File: src/design/param_store_pkg.sv
// constants for the motor controller parameter store
package param_store_pkg;
    localparam logic [15:0] IDX_DRIVE_FLAGS = 16'h3212;
    localparam logic [15:0] IDX_CURRENT     = 16'h321A;
    localparam logic [15:0] IDX_VELOCITY    = 16'h321B;
    localparam logic [15:0] IDX_POSITION    = 16'h321C;

    localparam logic [7:0] SUB_COUNT    = 8'h00;
    localparam logic [7:0] SUB_RESERVED = 8'h01;
    localparam logic [7:0] SUB_FIELD    = 8'h02;
    localparam logic [7:0] SUB_AUTOSRC  = 8'h03;
    localparam logic [7:0] SUB_SPLIT    = 8'h04;
    localparam logic [7:0] SUB_ENTRY1   = 8'h01;
    localparam logic [7:0] SUB_ENTRY2   = 8'h02;
    localparam logic [7:0] SUB_ENTRY3   = 8'h03;
    localparam logic [7:0] SUB_ENTRY4   = 8'h04;

    localparam logic [7:0] DRIVE_FLAGS_COUNT = 8'h04;
    localparam logic [7:0] CURRENT_COUNT     = 8'h04;
    localparam logic [7:0] VELOCITY_COUNT    = 8'h02;
    localparam logic [7:0] POSITION_COUNT    = 8'h02;
    localparam logic [7:0] FLAG_RESET        = 8'h00;

    localparam logic [31:0] TORQUE_KP_RESET = 32'h000027E4;
    localparam logic [31:0] TORQUE_TI_RESET = 32'h00000446;
    localparam logic [31:0] FLUX_KP_RESET   = 32'h000027E4;
    localparam logic [31:0] FLUX_TI_RESET   = 32'h00000446;
    localparam logic [31:0] VEL_KP_RESET    = 32'h000000E0;
    localparam logic [31:0] VEL_TI_RESET    = 32'h0006ACFC;
    localparam logic [31:0] POS_KP_RESET    = 32'h00000032;
    localparam logic [31:0] POS_TI_RESET    = 32'h00000000;

    localparam logic [7:0] FIELD_DEFAULT = 8'h00;
    localparam logic [7:0] FIELD_NORMAL  = 8'h01;
    localparam logic [7:0] FIELD_INVERT  = 8'hFF;
    localparam logic [7:0] SRC_DETECT    = 8'h00;
    localparam logic [7:0] SRC_STORED    = 8'h01;

    // motor kind reported by detection
    typedef enum logic [1:0] {
        MOTOR_NONE    = 2'b00,
        MOTOR_STEPPER = 2'b01,
        MOTOR_BLDC    = 2'b10
    } motor_kind_t;

    typedef enum logic [1:0] {
        SETUP_IDLE   = 2'b00,
        SETUP_DETECT = 2'b01,
        SETUP_LOAD   = 2'b10,
        SETUP_DONE   = 2'b11
    } setup_state_t;
endpackage

File: src/design/field_dir_latch.sv
// rotating-field direction taken from the override entry at controller restart
`timescale 1ns/1ns
module field_dir_latch
    import param_store_pkg::*;
(
    input  wire logic       sys_clk,
    input  wire logic       nrst,
    input  wire logic       restart,
    input  wire logic [7:0] override_value,
    input  wire logic       default_invert,
    output logic            field_invert
);
    logic field_invert_d;
    logic field_invert_q;

    // the applied direction moves only on restart, never on a plain write
    always_comb begin
        field_invert_d = field_invert_q;
        if (restart) begin
            unique case (override_value)
                FIELD_NORMAL: field_invert_d = 1'b0;
                FIELD_INVERT: field_invert_d = 1'b1;
                default:      field_invert_d = default_invert;
            endcase
        end
    end

    // reset shows a non-inverted field until the first restart samples the entry
    always_ff @(posedge sys_clk or negedge nrst) begin
        if (!nrst) begin
            field_invert_q <= 1'b0;
        end else begin
            field_invert_q <= field_invert_d;
        end
    end

    assign field_invert = field_invert_q;
endmodule

File: src/design/motor_controller_param_store.sv
// parameter dictionary for the motor controller: flags and loop parameter arrays
`timescale 1ns/1ns
module motor_controller_param_store
    import param_store_pkg::*;
(
    input  wire logic        sys_clk,
    input  wire logic        nrst,
    input  wire logic        req,
    input  wire logic        wr,
    input  wire logic [15:0] index,
    input  wire logic [7:0]  subindex,
    input  wire logic [31:0] wdata,
    output logic      [31:0] rdata,
    output logic             ack,
    output logic             err,
    input  wire logic        restart,
    input  wire logic        default_invert,
    input  wire logic        setup_start,
    input  wire logic        detect_done,
    input  wire logic        detected_bldc,
    input  wire logic [31:0] stepper_torque_kp,
    input  wire logic [31:0] stepper_torque_ti,
    input  wire logic [31:0] bldc_torque_kp,
    input  wire logic [31:0] bldc_torque_ti,
    output logic             field_invert,
    output logic             split_params,
    output logic             setup_busy,
    output logic             setup_done,
    output logic [1:0]       motor_kind,
    output logic [31:0]      torque_kp,
    output logic [31:0]      torque_ti,
    output logic [31:0]      flux_kp,
    output logic [31:0]      flux_ti,
    output logic [31:0]      vel_kp,
    output logic [31:0]      vel_ti,
    output logic [31:0]      pos_kp,
    output logic [31:0]      pos_ti
);
    localparam int NWORDS = 8;
    localparam logic [31:0] PRESETS [NWORDS] = '{
        TORQUE_KP_RESET, TORQUE_TI_RESET, FLUX_KP_RESET, FLUX_TI_RESET,
        VEL_KP_RESET, VEL_TI_RESET, POS_KP_RESET, POS_TI_RESET
    };

    logic [31:0] word_val [NWORDS];
    logic [NWORDS-1:0] word_wr;
    logic              load_en;
    logic [31:0]       load_kp;
    logic [31:0]       load_ti;

    logic [7:0]  reserved_d,  reserved_q;
    logic [7:0]  field_ovr_d, field_ovr_q;
    logic [7:0]  autosrc_d,   autosrc_q;
    logic [7:0]  split_d,     split_q;
    logic [31:0] rdata_d,     rdata_q;
    logic        ack_d,       ack_q;
    logic        err_d,       err_q;
    logic        hit;
    logic [31:0] rd_mux;

    setup_state_t state_d, state_q;
    motor_kind_t  kind_d,  kind_q;
    logic         done_d,  done_q;
    logic         busy_d,  busy_q;
    logic         split_params_d, split_params_q;

    // loop parameter words: torque kp/ti, flux kp/ti, velocity kp/ti, position kp/ti
    for (genvar g = 0; g < NWORDS; g++) begin : g_word
        param_word #(
            .PRESET (PRESETS[g])
        ) u_word (
            .sys_clk   (sys_clk),
            .nrst      (nrst),
            .wr_en     (word_wr[g]),
            .wr_data   (wdata),
            .load_en   (load_en && (g < 4)),
            .load_data ((g % 2 == 0) ? load_kp : load_ti),
            .value     (word_val[g])
        );
    end

    field_dir_latch u_field (
        .sys_clk        (sys_clk),
        .nrst           (nrst),
        .restart        (restart),
        .override_value (field_ovr_q),
        .default_invert (default_invert),
        .field_invert   (field_invert)
    );

    // address decode and read mux
    always_comb begin
        word_wr     = '0;
        hit         = 1'b1;
        rd_mux      = 32'h00000000;
        reserved_d  = reserved_q;
        field_ovr_d = field_ovr_q;
        autosrc_d   = autosrc_q;
        split_d     = split_q;
        unique case (index)
            IDX_DRIVE_FLAGS: begin
                unique case (subindex)
                    SUB_COUNT:    rd_mux = {24'h000000, DRIVE_FLAGS_COUNT};
                    SUB_RESERVED: rd_mux = {{24{reserved_q[7]}}, reserved_q};
                    SUB_FIELD:    rd_mux = {{24{field_ovr_q[7]}}, field_ovr_q};
                    SUB_AUTOSRC:  rd_mux = {{24{autosrc_q[7]}}, autosrc_q};
                    SUB_SPLIT:    rd_mux = {{24{split_q[7]}}, split_q};
                    default:      hit = 1'b0;
                endcase
                if (req && wr && hit) begin
                    unique case (subindex)
                        SUB_RESERVED: reserved_d  = wdata[7:0];
                        SUB_FIELD:    field_ovr_d = wdata[7:0];
                        SUB_AUTOSRC:  autosrc_d   = wdata[7:0];
                        SUB_SPLIT:    split_d     = wdata[7:0];
                        default:      ;
                    endcase
                end
            end
            IDX_CURRENT: begin
                unique case (subindex)
                    SUB_COUNT:  rd_mux = {24'h000000, CURRENT_COUNT};
                    SUB_ENTRY1: rd_mux = word_val[0];
                    SUB_ENTRY2: rd_mux = word_val[1];
                    SUB_ENTRY3: rd_mux = word_val[2];
                    SUB_ENTRY4: rd_mux = word_val[3];
                    default:    hit = 1'b0;
                endcase
                if (req && wr && hit && subindex != SUB_COUNT) begin
                    word_wr[subindex[2:0] - 3'd1] = 1'b1;
                end
            end
            IDX_VELOCITY, IDX_POSITION: begin
                unique case (subindex)
                    SUB_COUNT:  rd_mux = {24'h000000, (index == IDX_VELOCITY) ? VELOCITY_COUNT : POSITION_COUNT};
                    SUB_ENTRY1: rd_mux = word_val[(index == IDX_VELOCITY) ? 4 : 6];
                    SUB_ENTRY2: rd_mux = word_val[(index == IDX_VELOCITY) ? 5 : 7];
                    default:    hit = 1'b0;
                endcase
                if (req && wr && hit && subindex != SUB_COUNT) begin
                    // words 4/5 are velocity, 6/7 position
                    word_wr[{1'b1, index == IDX_POSITION, subindex[1]}] = 1'b1;
                end
            end
            default: hit = 1'b0;
        endcase
        ack_d   = req;
        err_d   = req && !hit;
        rdata_d = (req && !wr && hit) ? rd_mux : 32'h00000000;
        split_params_d = (split_d != 8'h00);
    end

    // automatic setup: source zero detects the motor and loads its current preset set,
    // source one keeps the stored entries as they are
    always_comb begin
        state_d = state_q;
        kind_d  = kind_q;
        // setup_done is a one-cycle pulse, so it defaults low every cycle
        done_d  = 1'b0;
        load_en = 1'b0;
        load_kp = (kind_q == MOTOR_BLDC) ? bldc_torque_kp : stepper_torque_kp;
        load_ti = (kind_q == MOTOR_BLDC) ? bldc_torque_ti : stepper_torque_ti;
        unique case (state_q)
            SETUP_IDLE: begin
                if (setup_start) begin
                    state_d = (autosrc_q == SRC_DETECT) ? SETUP_DETECT : SETUP_DONE;
                end
            end
            SETUP_DETECT: begin
                if (detect_done) begin
                    kind_d  = detected_bldc ? MOTOR_BLDC : MOTOR_STEPPER;
                    state_d = SETUP_LOAD;
                end
            end
            SETUP_LOAD: begin
                load_en = 1'b1;
                state_d = SETUP_DONE;
            end
            SETUP_DONE: begin
                done_d  = 1'b1;
                state_d = SETUP_IDLE;
            end
        endcase
        busy_d = (state_d != SETUP_IDLE);
    end

    always_ff @(posedge sys_clk or negedge nrst) begin
        if (!nrst) begin
            reserved_q  <= FLAG_RESET;
            field_ovr_q <= FLAG_RESET;
            autosrc_q   <= FLAG_RESET;
            split_q     <= FLAG_RESET;
            rdata_q     <= 32'h00000000;
            ack_q       <= 1'b0;
            err_q       <= 1'b0;
            state_q     <= SETUP_IDLE;
            kind_q      <= MOTOR_NONE;
            done_q      <= 1'b0;
            busy_q      <= 1'b0;
            split_params_q <= 1'b0;
        end else begin
            reserved_q  <= reserved_d;
            field_ovr_q <= field_ovr_d;
            autosrc_q   <= autosrc_d;
            split_q     <= split_d;
            rdata_q     <= rdata_d;
            ack_q       <= ack_d;
            err_q       <= err_d;
            state_q     <= state_d;
            kind_q      <= kind_d;
            done_q      <= done_d;
            busy_q      <= busy_d;
            split_params_q <= split_params_d;
        end
    end

    assign rdata        = rdata_q;
    assign ack          = ack_q;
    assign err          = err_q;
    assign split_params = split_params_q;
    assign setup_busy   = busy_q;
    assign setup_done   = done_q;
    assign motor_kind   = kind_q;
    assign torque_kp    = word_val[0];
    assign torque_ti    = word_val[1];
    assign flux_kp      = word_val[2];
    assign flux_ti      = word_val[3];
    assign vel_kp       = word_val[4];
    assign vel_ti       = word_val[5];
    assign pos_kp       = word_val[6];
    assign pos_ti       = word_val[7];
endmodule

File: src/design/param_word.sv
// one 32-bit read/write parameter entry with preset and load path
`timescale 1ns/1ns
module param_word #(
    parameter logic [31:0] PRESET = 32'h00000000
) (
    input  wire logic        sys_clk,
    input  wire logic        nrst,
    input  wire logic        wr_en,
    input  wire logic [31:0] wr_data,
    input  wire logic        load_en,
    input  wire logic [31:0] load_data,
    output logic      [31:0] value
);
    logic [31:0] value_d;
    logic [31:0] value_q;

    // a bus write wins over a load arriving in the same cycle
    always_comb begin
        value_d = value_q;
        if (wr_en) begin
            value_d = wr_data;
        end else if (load_en) begin
            value_d = load_data;
        end
    end

    always_ff @(posedge sys_clk or negedge nrst) begin
        if (!nrst) begin
            value_q <= PRESET;
        end else begin
            value_q <= value_d;
        end
    end

    assign value = value_q;
endmodule

File: config.mk
export PLATFORM = sky130hd
export DESIGN_NAME = motor_controller_param_store
export DESIGN_NICKNAME = d
export VERILOG_FILES = /design/src/design/param_store_pkg.sv /design/src/design/field_dir_latch.sv /design/src/design/motor_controller_param_store.sv /design/src/design/param_word.sv
export SDC_FILE = /design/constraint.sdc
export NUM_CORES = 1
export LEC_CHECK = 0
export ABC_AREA = 1
export BUFFER_PORTS_ARGS = -buffer_cell sky130_fd_sc_hd__buf_4
export CAP_MARGIN = 25
export CORE_ASPECT_RATIO = 0.7
export CORE_MARGIN = 2
export CORE_UTILIZATION = 45
export DETAILED_ROUTE_END_ITERATION = 7
export PLACE_DENSITY = 0.73
export SLEW_MARGIN = 5
export SYNTH_ARGS = -nofsm -noshare
export SYNTH_HDL_FRONTEND = slang
export SYNTH_SLANG_ARGS = --single-unit
export TNS_END_PERCENT = 50
File: constraint.sdc
create_clock -name sys_clk -period 1.48 [get_ports sys_clk]
set_input_delay 0.074 -clock sys_clk [delete_from_list [all_inputs] [get_ports sys_clk]]
set_output_delay 0.074 -clock sys_clk [all_outputs]
set_load 0.1 [all_outputs]
==> flow_metrics.tcl <==
set metrics [dict create \
    status "finished with violations" \
    violations "design-rule violations, negative hold slack, negative setup slack" \
    path_class "flop to flop" \
    nets 3433 \
    relSlewSlack 0.7358 \
    fmax_ghz 0.5960 \
    hp-class "primary input to flop" \
    globalplace.congestion 0.9906 \
    arrival_ns 2.15 \
    wire_per_inst_um 23.70 \
    synth_enable_flop_cells 0 \
    reg2reg_to "g_word[1].u_word.value[27]" \
    rows 61 \
    core_region_area_mm2 0.03961 \
    fin_ws_ns -0.1980 \
    whs_path_depth 5 \
    syn2layout_area_growth_pct 55.05 \
    required_ns 1.95 \
    drc_errors 49 \
    yosysSeqAreaShare 0.4608 \
    ios 489 \
    yosys.cell_types.count 37 \
    power.density_mw_per_mm2 1856 \
    dr.first_iter.drc_count 2814 \
    hold_path_end "g_word[1].u_word.value[31]" \
    synthTopCellsByCount "nand2_1, nand3_1, nor2_1" \
    antenna_left 0 \
    clockRootBuffer "clkbuf_16" \
    finalCritPeriodShare 1.134 \
    whs_ns -0.01717 \
    dieArea_mm2 0.04172 \
    clk_latency_ns 0.54 \
    worstReg2RegStart "motor_kind[0]" \
    rsz0062_at_grt "yes" \
    async_flop_share 1.000 \
    grt_pass1_wl_um 123200 \
    synth_top_area_cell "dfrtp_1" \
    startpoint_type "flop" \
    yosys_warnings 0 \
    vias_per_cell 5.809 \
    grt_pass1_vias 19880 \
    setup_viol 125 \
    h-tree-depth 2 \
    final-hold-violation-count 3 \
    die_x_um 243.3 \
    cts.sinks 330 \
    grt_usage 0.3912 \
    slew_viol_final 0 \
    dp_hpwl_um 59500 \
    rrSetupSlack_ns -0.20 \
    leakage_nw 13.81 \
    initial_core_util 0.4553 \
    max-clock-path-buffers 3 \
    tns_ns -12.06 \
    layout-drive-gt1-share 0.3413 \
    cts_buffers 37 \
    placed_cells 3581 \
    path_clk_slew_ns 0.07 \
    finClkSkew_ns 0.01691 \
    dr.pass1.iters 8 \
    synth_top_cell_area_share 0.3996 \
    yosysMostFrequentCell "nand2_1" \
    syn_nets 2750 \
    grt_max_degree 65 \
    multiInputGateArea_mm2 0.009340 \
    instances_no_fill 3800 \
    yosys_register_bits 330 \
    ys.flop_type "dfrtp_1" \
    r2r_cells 10 \
    yosys-top-cells-area "dfrtp_1, nand2_1, nand3_1" \
    register_area_mm2 0.008412 \
    synthCells 2552 \
    fillers 2929 \
    endpoint_kind "flop" \
    syn_avg_cell_area_um2 7.067 \
    cts_tree "yes" \
    hp-start "bldc_torque_ti[31]" \
    wirelength_um 90050 \
    dr_total_vias 22070 \
    cp_max_fo 8 \
    dieHeight_um 171.5 \
    antenna_found_initial 1 \
    port_buffers 488 \
    cap_violations 0 \
    ir_drop_uv 2046 \
    fin_crit_ns 1.678 \
    worst_slew_pin_slew_ns 0.3964 \
    synth_area_mm2 0.01804 \
    gr-total-overflow 0 \
]
-- routing by layer --
| layer | vias up | global-route usage | part of all wire |
|---|---|---|---|
| met5 | - | 0 | 0 |
| met4 | 0 | 0.1382 | 0.052 |
| met3 | 360 | 0.09892 | 0.14 |
| met2 | 1748 | 0.5744 | 0.42 |
| met1 | 10420 | 0.5597 | 0.39 |
| li1 | 9548 | - | - |
-- through the flow --
| stage | utilization | setup slack, ns | total power, W | instance area, um2 |
|---|---|---|---|---|
| final | 0.7060 | -0.1980 | 0.05190 | 27970 |
| after global routing | 0.7060 | -0.2425 | 0.05306 | 27970 |
| after CTS | 0.6795 | -0.09667 | 0.04862 | 26910 |
| after detailed placement | 0.6054 | -0.4795 | 0.03705 | 23980 |
| after global placement | 0.6054 | -0.4486 | 0.03672 | 23980 |
| after floorplan | - | -0.07711 | 0.03048 | 18530 |
-- cell type report --
type | instances | share of cell area
Antenna cell | 1 | 0.00008948
Clock buffer | 57 | 0.04018
Clock inverter | 11 | 0.007606
Inverter | 126 | 0.01799
Multi-Input combinational cell | 1912 | 0.3340
Sequential cell | 330 | 0.3008
Tap cell | 535 | 0.02394
Timing Repair Buffer | 828 | 0.2754
-- critical path, cell delays in order, from the launching register on --
cell     delay, ns
dfrtp_4       0.51
inv_8         0.08
buf_12        0.15
buf_8         0.15
buf_8         0.15
a21oi_4       0.06
nor2_2        0.17
o21ai_2       0.10
o21ai_1       0.09
nor2_1        0.06
nor2_1        0.09
-- placed cells by master, fill, tap and decap left out, types with 6 or more instances in the layout --
cell and instances:
dlygate4sd3_1 118, nand4_1 17, inv_1 109, nor2_4 21
dfrtp_1 211, bufinv_16 6, dfstp_2 42, inv_2 11
nor2_1 306, clkbuf_16 47, a21oi_1 39, clkbuf_1 10
nor2_2 28, a21oi_2 41, nand3_2 22, clkbuf_8 8
o211ai_1 17, a21oi_4 17, o21ai_1 82, nand2_2 26
o21ai_0 64, nand2_1 825, nand3_1 335, dfrtp_2 75
o21ai_2 25, buf_12 61, buf_6 40, o21ai_4 13
buf_4 591
-- how the worst max path moves through the flow --
stage                                 end  slack [ns]  depth (start not counted)                  startpoint
2_1_floorplan                   rdata[11]       -0.08                          6  g_word[3].u_word.value[11]
3_3_place_gp                     rdata[9]       -0.45                         14                 subindex[1]
3_5_place_dp                     rdata[9]       -0.48                         14                 subindex[1]
4_1_cts        g_word[3].u_word.value[28]        -0.1                         10               motor_kind[0]
5_1_grt        g_word[1].u_word.value[22]       -0.24                          9               motor_kind[0]
6_report       g_word[1].u_word.value[27]       -0.20                         10               motor_kind[0]
-- timing repair --
item / 4_1_cts / 5_1_grt
cloned: 4 / 10
pin swaps: 22 / 97
setup endpoints to repair: 102 / 279
setup buffers: 6 / 14
hold buffers: 117 / 1
resized for setup: 66 / 175
endpoints found under the hold margin: 562 / 2
-- power by group --
part,leakage (nW),switching (W),internal (W),total [W]
sequential,4.11,0.00181,0.0112,0.0130
clock,0.656,0.00402,0.00630,0.0103
combinational,9.05,0.0212,0.00741,0.0286
-- state kept, by name (all words and copies together), names as in the netlist --
register	cells
ack	1
reserved_q	8
u_field.field_invert	1
motor_kind	2
state_q	2
setup_done	1
setup_busy	1
rdata	32
err	1
split_params	1
split_q	8
autosrc_q	8
g_word.u_word.value	256
field_ovr_q	8
-- cell families (layout without fill, tap and decap cells) --
| group | count (synthesis) | in the layout | share of synthesized area |
|---|---|---|---|
| simple gates | 1604 | 1605 | 0.3750 |
| fa+ha+maj | 5 | 5 | 0.003469 |
| buf+inv | 311 | 1022 | 0.07388 |
| flops | 330 | 330 | 0.4608 |
| other cells | 0 | 1 | 0 |
| compound gates | 302 | 302 | 0.08685 |
(Power assumes the default switching activity.)
